### src/monitor_pkg.sv
// monitor_pkg: offsets, field positions and carriers of the monitor bank
// assumes: one 10 MHz device clock, 16-bit register reads by byte address
package monitor_pkg;
  // ==========================================================================
  // address map
  localparam logic [7:0] ADDR_RSVD_LOW  = 8'h20;
  localparam logic [7:0] ADDR_STATUS    = 8'h22;
  localparam logic [7:0] ADDR_ALARM     = 8'h24;
  localparam logic [7:0] ADDR_TEMP      = 8'h26;
  localparam logic [7:0] ADDR_SUPPLY    = 8'h28;
  localparam logic [7:0] ADDR_ANALOG    = 8'h2A;
  localparam logic [7:0] ADDR_PULSES    = 8'h2C;
  localparam logic [7:0] ADDR_GAP_FIRST = 8'h2E;
  localparam logic [7:0] ADDR_GAP_LAST  = 8'h3E;
  localparam logic [7:0] ADDR_PHASE     = 8'h40;
  localparam logic [7:0] ADDR_FW_KIND   = 8'h42;
  localparam logic [7:0] ADDR_FW_REV    = 8'h44;
  // ==========================================================================
  // status word bit positions
  localparam int BIT_ALARM     = 0;
  localparam int BIT_HOME      = 1;
  localparam int BIT_PULSE_RDY = 2;
  localparam int BIT_EXCITE    = 3;
  localparam int BIT_OVERHEAT  = 4;
  localparam int BIT_SUPPLY    = 5;
  // ==========================================================================
  // values
  localparam logic [15:0] COUNT_RESET   = 16'h0000;
  localparam logic [15:0] RSVD_VALUE    = 16'h0000;
  localparam logic [15:0] WORD_ZERO     = 16'h0000;
  localparam logic [15:0] COUNT_ONE     = 16'h0001;
  // arbitrary identification defaults
  localparam logic [15:0] FW_KIND_DEF   = 16'h0001;
  localparam logic [15:0] FW_REV_DEF    = 16'h0064;
  // ==========================================================================
  // carriers
  typedef struct packed {
    logic       main_supply_on;
    logic       overheat;
    logic       excitation_on;
    logic       pulse_ready;
    logic       excitation_home;
    logic       alarm_present;
    logic [7:0] alarm_code_field;
    logic       two_phase;
  } driver_flags_s;
  typedef struct packed {
    logic [15:0] board_temperature;
    logic [15:0] supply_voltage;
    logic [15:0] analog_input_voltage;
  } measures_s;
  typedef struct packed {
    logic       valid;
    logic       write;
    logic [7:0] addr;
  } reg_req_s;
endpackage : monitor_pkg

### src/pulse_counter.sv
// pulse_counter: signed 16-bit wrapping step pulse counter
// assumes: pulse strobes are one-cycle pulses synchronous to clk
`timescale 1ns/1ns
`default_nettype none
module pulse_counter
  import monitor_pkg::*;
#(
  parameter int WIDTH = 16
) (
  // clock and reset
  input  wire logic             clk,
  input  wire logic             sys_rst,
  // pulse events
  input  wire logic             clockwise,
  input  wire logic             counterclockwise,
  input  wire logic             enable,
  input  wire logic             clear,
  // count
  output logic      [WIDTH-1:0] count
);
  typedef struct packed {
    logic [WIDTH-1:0] count;
  } state_s;
  state_s state;
  state_s next_state;
  // ==========================================================================
  // next count
  always_comb begin
    next_state = state;
    if (clear) begin
      next_state.count = WIDTH'(COUNT_RESET);
    end else if (enable && clockwise && !counterclockwise) begin
      next_state.count = state.count + WIDTH'(COUNT_ONE);
    end else if (enable && counterclockwise && !clockwise) begin
      next_state.count = state.count - WIDTH'(COUNT_ONE);
    end
  end
  always_ff @(posedge clk) begin
    if (sys_rst) begin
      state.count <= WIDTH'(COUNT_RESET);
    end else begin
      state <= next_state;
    end
  end
  assign count = state.count;
endmodule : pulse_counter
`default_nettype wire

### src/driver_monitor_registers.sv
// driver_monitor_registers: read-only monitor bank of the motor driver
// assumes: frame engine issues one-cycle requests and sends the word high byte first
`timescale 1ns/1ns
`default_nettype none
module driver_monitor_registers
  import monitor_pkg::*;
#(
  parameter logic [15:0] FW_KIND = FW_KIND_DEF,
  parameter logic [15:0] FW_REV  = FW_REV_DEF
) (
  // clock and reset
  input  wire logic          clk,
  input  wire logic          sys_rst,
  // register request from frame engine
  input  wire reg_req_s      req,
  output logic               rd_valid,
  output logic               rd_hit,
  output logic        [7:0]  rd_high_byte,
  output logic        [7:0]  rd_low_byte,
  // driver state
  input  wire logic          operating,
  input  wire driver_flags_s flags,
  input  wire measures_s     measures,
  // step pulses
  input  wire logic          clockwise,
  input  wire logic          counterclockwise
);
  typedef enum logic [1:0] {
    ST_SETTING   = 2'b00,
    ST_OPERATION = 2'b01
  } mode_e;
  typedef struct packed {
    mode_e       mode;
    logic        valid;
    logic        hit;
    logic [15:0] word;
  } state_s;
  state_s      state;
  state_s      next_state;
  logic        activate;
  logic [15:0] count;
  // ==========================================================================
  // address decode
  function automatic logic in_bank(input logic [7:0] a);
    in_bank = (a >= ADDR_RSVD_LOW && a <= ADDR_GAP_LAST + 8'h01)
           || (a >= ADDR_PHASE && a <= ADDR_FW_REV + 8'h01);
  endfunction : in_bank
  function automatic logic [15:0] read_word(input logic [7:0] a, input logic [15:0] cnt);
    logic [15:0] w;
    w = RSVD_VALUE;
    case ({a[7:1], 1'b0})
      ADDR_STATUS: begin
        w[BIT_SUPPLY]    = flags.main_supply_on;
        w[BIT_OVERHEAT]  = flags.overheat;
        w[BIT_EXCITE]    = flags.excitation_on;
        w[BIT_PULSE_RDY] = flags.pulse_ready;
        w[BIT_HOME]      = flags.excitation_home;
        w[BIT_ALARM]     = flags.alarm_present;
      end
      ADDR_ALARM:  w = {8'h00, flags.alarm_code_field};
      ADDR_TEMP:   w = measures.board_temperature;
      ADDR_SUPPLY: w = measures.supply_voltage;
      ADDR_ANALOG: w = measures.analog_input_voltage;
      ADDR_PULSES: w = cnt;
      ADDR_PHASE:  w = {15'h0000, flags.two_phase};
      ADDR_FW_KIND: w = FW_KIND;
      ADDR_FW_REV: w = FW_REV;
      default:     w = RSVD_VALUE;
    endcase
    read_word = w;
  endfunction : read_word
  // ==========================================================================
  // state tracking and activation edge
  assign activate = operating && (state.mode == ST_SETTING);
  pulse_counter #(
    .WIDTH            (16)
  ) u_count (
    .clk              (clk),
    .sys_rst          (sys_rst),
    .clockwise        (clockwise),
    .counterclockwise (counterclockwise),
    .enable           (operating && flags.pulse_ready),
    .clear            (activate),
    .count            (count)
  );
  // ==========================================================================
  // read capture
  always_comb begin
    next_state       = state;
    next_state.mode  = operating ? ST_OPERATION : ST_SETTING;
    next_state.valid = 1'b0;
    // reads answered in either mode; writes dropped
    if (req.valid && !req.write) begin
      next_state.valid = 1'b1;
      next_state.hit   = in_bank(req.addr);
      next_state.word  = read_word(req.addr, count);
    end
  end
  always_ff @(posedge clk) begin
    if (sys_rst) begin
      state.mode  <= ST_SETTING;
      state.valid <= 1'b0;
      state.hit   <= 1'b0;
      state.word  <= WORD_ZERO;
    end else begin
      state <= next_state;
    end
  end
  // ==========================================================================
  // outputs
  assign rd_valid     = state.valid;
  assign rd_hit       = state.hit;
  assign rd_high_byte = state.word[15:8];
  assign rd_low_byte  = state.word[7:0];
endmodule : driver_monitor_registers
`default_nettype wire

### config.mk
export PLATFORM = sky130hd
export DESIGN_NAME = driver_monitor_registers
export DESIGN_NICKNAME = d
export VERILOG_FILES = /design/src/monitor_pkg.sv /design/src/pulse_counter.sv /design/src/driver_monitor_registers.sv
export SDC_FILE = /design/constraint.sdc
export NUM_CORES = 1
export LEC_CHECK = 0
export BUFFER_PORTS_ARGS = -buffer_cell sky130_fd_sc_hd__buf_2
export CORE_ASPECT_RATIO = 0.9
export CORE_MARGIN = 1
export CORE_UTILIZATION = 25
export CTS_BUF_LIST = sky130_fd_sc_hd__clkbuf_4
export DETAILED_ROUTE_END_ITERATION = 8
export GPL_ROUTABILITY_DRIVEN = 1
export SETUP_SLACK_MARGIN = 0.5
export SYNTH_ARGS = -nofsm -noshare
export SYNTH_HDL_FRONTEND = slang
export SYNTH_HIERARCHICAL = 1
export SYNTH_SLANG_ARGS = --single-unit
### constraint.sdc
create_clock -name clk -period 2.6 [get_ports clk]
set_clock_uncertainty 0.05 [all_clocks]
set_input_delay 0.52 -clock clk [delete_from_list [all_inputs] [get_ports clk]]
set_output_delay 0.52 -clock clk [all_outputs]
set_load 0.01 [all_outputs]
==> impl_metrics.yaml <==
clock_network:
  clk_root_buffer_cell: "sky130_fd_sc_hd__clkbuf_4"
  numCtsBuffers: 5
  worst_setup_hold_path_clk_slew_ns: 0.12
  cts-root-to-sink-buffers: 2
  tritoncts_clock_tree: "done"
  cts.htree.levels: 2
  clock_latency_ns: 0.35
  cts_num_sinks: 35
  ctsHoldBuffers: 0
synth:
  synth_cell_types: 69
  synthesis.area_um2: 2890
  synth_warnings: 6
  synth_flop_cell: "sky130_fd_sc_hd__dfxtp_1"
  synth-edff-count: 0
  synth.net_count: 448
  postSynthRegisterBits: 35
  ys_async_sr_fraction: 0
  number_of_cells_produced_by_synthesis: 354
  synth.avg_cell_area_um2: 8.18
  seq_area_frac_synth: 0.242
pwr:
  static_leakage_nw: 1.65
  power_density_nw_per_um2: 378
  vdd.ir_drop.worst_uv: 222
route:
  wl_final_um: 9360
  drt_first_iter_violations: 266
  routed_via_density: 5.13
  routed-via-count: 3110
  drtPass1Iterations: 6
  drt.antenna.violating_nets: 0
  route.detailed.drc: 0
  detail_route.wl_per_cell_um: 15.5
grt:
  global_route.usage.total: 0.158
  number_of_global_route_vias_before_repair: 3111
  grt_pass1_wl_um: 15200
  globalRoute.totalOverflow: 0
  pin_count_of_the_biggest_net_entering_global_routing: 28
  antenna_found_initial: 1
timing:
  tightestPinTransition_ns: 0.568
  period_needed_ns: 2.33
  relSlewSlack: 0.619
  maxClockFrequency_mhz: 429
  grt_setup_unrepaired: "yes"
  hold_violations: 0
  finalSetupViolCount: 0
  post-route-period-util: 0.896
  final_max_slew_viol_count: 0
cells_and_area:
  final_core_util: 0.350
  design.final.nets: 547
  post_route_cells_drive_above_1_share: 0.405
  fin_area_um2: 3860
  antenna_cells_inserted: 0
  area_growth_pct: 33.5
  fillCellCount: 1139
  area_occupied_by_multi_input_gates_um2: 2130
  layout.area.seq_um2: 701
floorplanning:
  area_of_the_placeable_core_um2: 11000
  floorplan.rows: 36
  floorplan.io_pins: 96
  die_area_um2: 12000
  initial_core_util: 0.262
  chipWidth_um: 115
  die_y_um: 104
critical_path:
  endpoint_kind: "register"
  worstPathCellList: "buf_6, and2b_2, nand2_8, buf_8, ha_1, a21oi_2, o211ai_2, a221oi_4, a32oi_2, mux2i_1, mux2i_1"
  crit_path_max_fanout: 8
  critPathBufInv: 2
  critical_path.startpoint_type: "primary input"
  cp_data_arrival_time_ns: 2.56
  crit_slowest_cell: "sky130_fd_sc_hd__a221oi_4"
  critical_path.most_common_cell: "sky130_fd_sc_hd__mux2i_1"
  path_delay_family: "compound AO/OA/AOI/OAI gates"
  critical_path_start_end_classification: "in2reg"
  required_ns: 2.84
  slowest_delay_ns: 0.36
placed_design:
  dpl-instance-area_um2: 3630
  dp.final_hpwl_um: 7290
  port_buffers: 94
  finalWeightedCongestion: 0.850
outcome:
  result_of_the_run: "complete, no violations"
flow_run:
  drv.max_cap_violation_count: 0
worst_hold_path:
  worst_hold_path_type: "in2reg"
==> logic make-up (layout without fill, tap and decap cells) <==
group	count (synthesis)	in the layout	share of synthesized area
compound gates	122	122	0.307
mux	12	12	0.0437
fa+ha+maj	16	16	0.0718
simple gates	120	120	0.219
flops	35	35	0.242
xor+xnor	9	9	0.0272
buf+inv	40	140	0.0895
==> cells in the final DEF (no fill, tap or decap), types with 4 or more instances in the layout <==
cell type	count
sky130_fd_sc_hd__a21o_1	4
sky130_fd_sc_hd__a21oi_1	21
sky130_fd_sc_hd__a222oi_1	9
sky130_fd_sc_hd__a22o_1	10
sky130_fd_sc_hd__a22oi_1	4
sky130_fd_sc_hd__a31oi_1	4
sky130_fd_sc_hd__buf_2	93
sky130_fd_sc_hd__buf_4	30
sky130_fd_sc_hd__clkbuf_4	5
sky130_fd_sc_hd__dfxtp_1	35
sky130_fd_sc_hd__ha_1	9
sky130_fd_sc_hd__ha_4	6
sky130_fd_sc_hd__inv_1	4
sky130_fd_sc_hd__mux2_2	5
sky130_fd_sc_hd__mux2i_1	7
sky130_fd_sc_hd__nand2_1	41
sky130_fd_sc_hd__nand2b_1	4
sky130_fd_sc_hd__nand3_1	8
sky130_fd_sc_hd__nor2_1	17
sky130_fd_sc_hd__nor2_2	4
sky130_fd_sc_hd__nor2b_1	10
sky130_fd_sc_hd__o211ai_1	5
sky130_fd_sc_hd__o21a_1	4
sky130_fd_sc_hd__o21ai_0	12
sky130_fd_sc_hd__o21ai_1	15
sky130_fd_sc_hd__xnor2_1	7
==> what timing repair did <==
item / CTS / global route
buffers inserted: 3 / 1
setup endpoints to repair: 9 / 22
pin swaps: 18 / 13
resized for setup: 15 / 12
==> state kept, by name, summed over array words and instances (netlist names) <==
| signal | flops |
|---|---|
| rd_low_byte | 8 |
| rd_hit | 1 |
| state | 1 |
| u_count/count | 16 |
| rd_valid | 1 |
| rd_high_byte | 8 |
==> metrics by stage <==
stage	hold slack (ns)	instances	setup slack (ns)	setup TNS, ns	power [mW]
after global placement	0.386	594	-0.0291	-0.0773	1.01
final	0.357	606	0.272	0	1.46
after CTS	0.354	605	0.303	0	1.45
after floorplan	0.376	354	0.209	0	0.871
after global routing	0.350	606	0.214	0	1.54
after detailed placement	0.394	594	-0.118	-0.247	1.02
==> power breakdown <==
part	switching [mW]	internal (mW)	leakage, nW
clock	0.205	0.202	0.0452
combinational	0.250	0.245	1.32
sequential	0.0115	0.548	0.283
==> area by class of cell <==
type                       instances  area share
sequential                        35       0.181
clock buffer                       5     0.00972
tap                              152      0.0492
inverter                           5     0.00486
timing repair buffer             127       0.191
multi-input combinational        279       0.552
clock inverter                     3      0.0113
==> worst register-to-register path, cell delays in order, from the launching register on <==
cell and delay [ns]:
sky130_fd_sc_hd__dfxtp_1 0.48, sky130_fd_sc_hd__inv_1 0.11, sky130_fd_sc_hd__fa_2 0.42, sky130_fd_sc_hd__nor2b_4 0.14
sky130_fd_sc_hd__o31a_4 0.16, sky130_fd_sc_hd__o21ba_4 0.14, sky130_fd_sc_hd__o21ai_1 0.07, sky130_fd_sc_hd__or4_1 0.39
sky130_fd_sc_hd__nand4_1 0.08
==> path summary, 6_finish.rpt <==
check / from / end / slack (ns) / cells past startpoint
setup / recovery: counterclockwise / u_count/count[15] / 0.27 / 11
hold reg to reg: rd_hit / rd_hit / 0.41 / 2
hold / removal: operating / state[18] / 0.36 / 2
setup reg to reg: u_count/count[0] / u_count/count[8] / 0.53 / 8
==> layer usage <==
metal  global-route usage  part of all wire
met5                    0            0.0014
met4               0.0482             0.011
met3               0.0303             0.051
met2                0.269              0.49
met1                0.199              0.45
==> Yosys cell counts (5+ instances only) <==
master / number / area share
sky130_fd_sc_hd__buf_4: 17 / 0.044
sky130_fd_sc_hd__nor2b_1: 10 / 0.022
sky130_fd_sc_hd__buf_2: 9 / 0.016
sky130_fd_sc_hd__o211ai_1: 5 / 0.013
sky130_fd_sc_hd__a31oi_1: 5 / 0.011
sky130_fd_sc_hd__inv_1: 5 / 0.0065
sky130_fd_sc_hd__nand3_1: 8 / 0.014
sky130_fd_sc_hd__dfxtp_1: 35 / 0.24
sky130_fd_sc_hd__a21oi_1: 25 / 0.043
sky130_fd_sc_hd__a22o_1: 10 / 0.030
sky130_fd_sc_hd__nand2_1: 42 / 0.054
sky130_fd_sc_hd__xnor2_1: 8 / 0.024
sky130_fd_sc_hd__o21ai_0: 17 / 0.029
sky130_fd_sc_hd__mux2i_1: 7 / 0.024
sky130_fd_sc_hd__mux2_2: 5 / 0.019
sky130_fd_sc_hd__o21ai_1: 12 / 0.021
sky130_fd_sc_hd__ha_1: 15 / 0.065
sky130_fd_sc_hd__a222oi_1: 9 / 0.031
sky130_fd_sc_hd__nor2_1: 20 / 0.026
No activity file was read; power rests on OpenSTA's default activity.
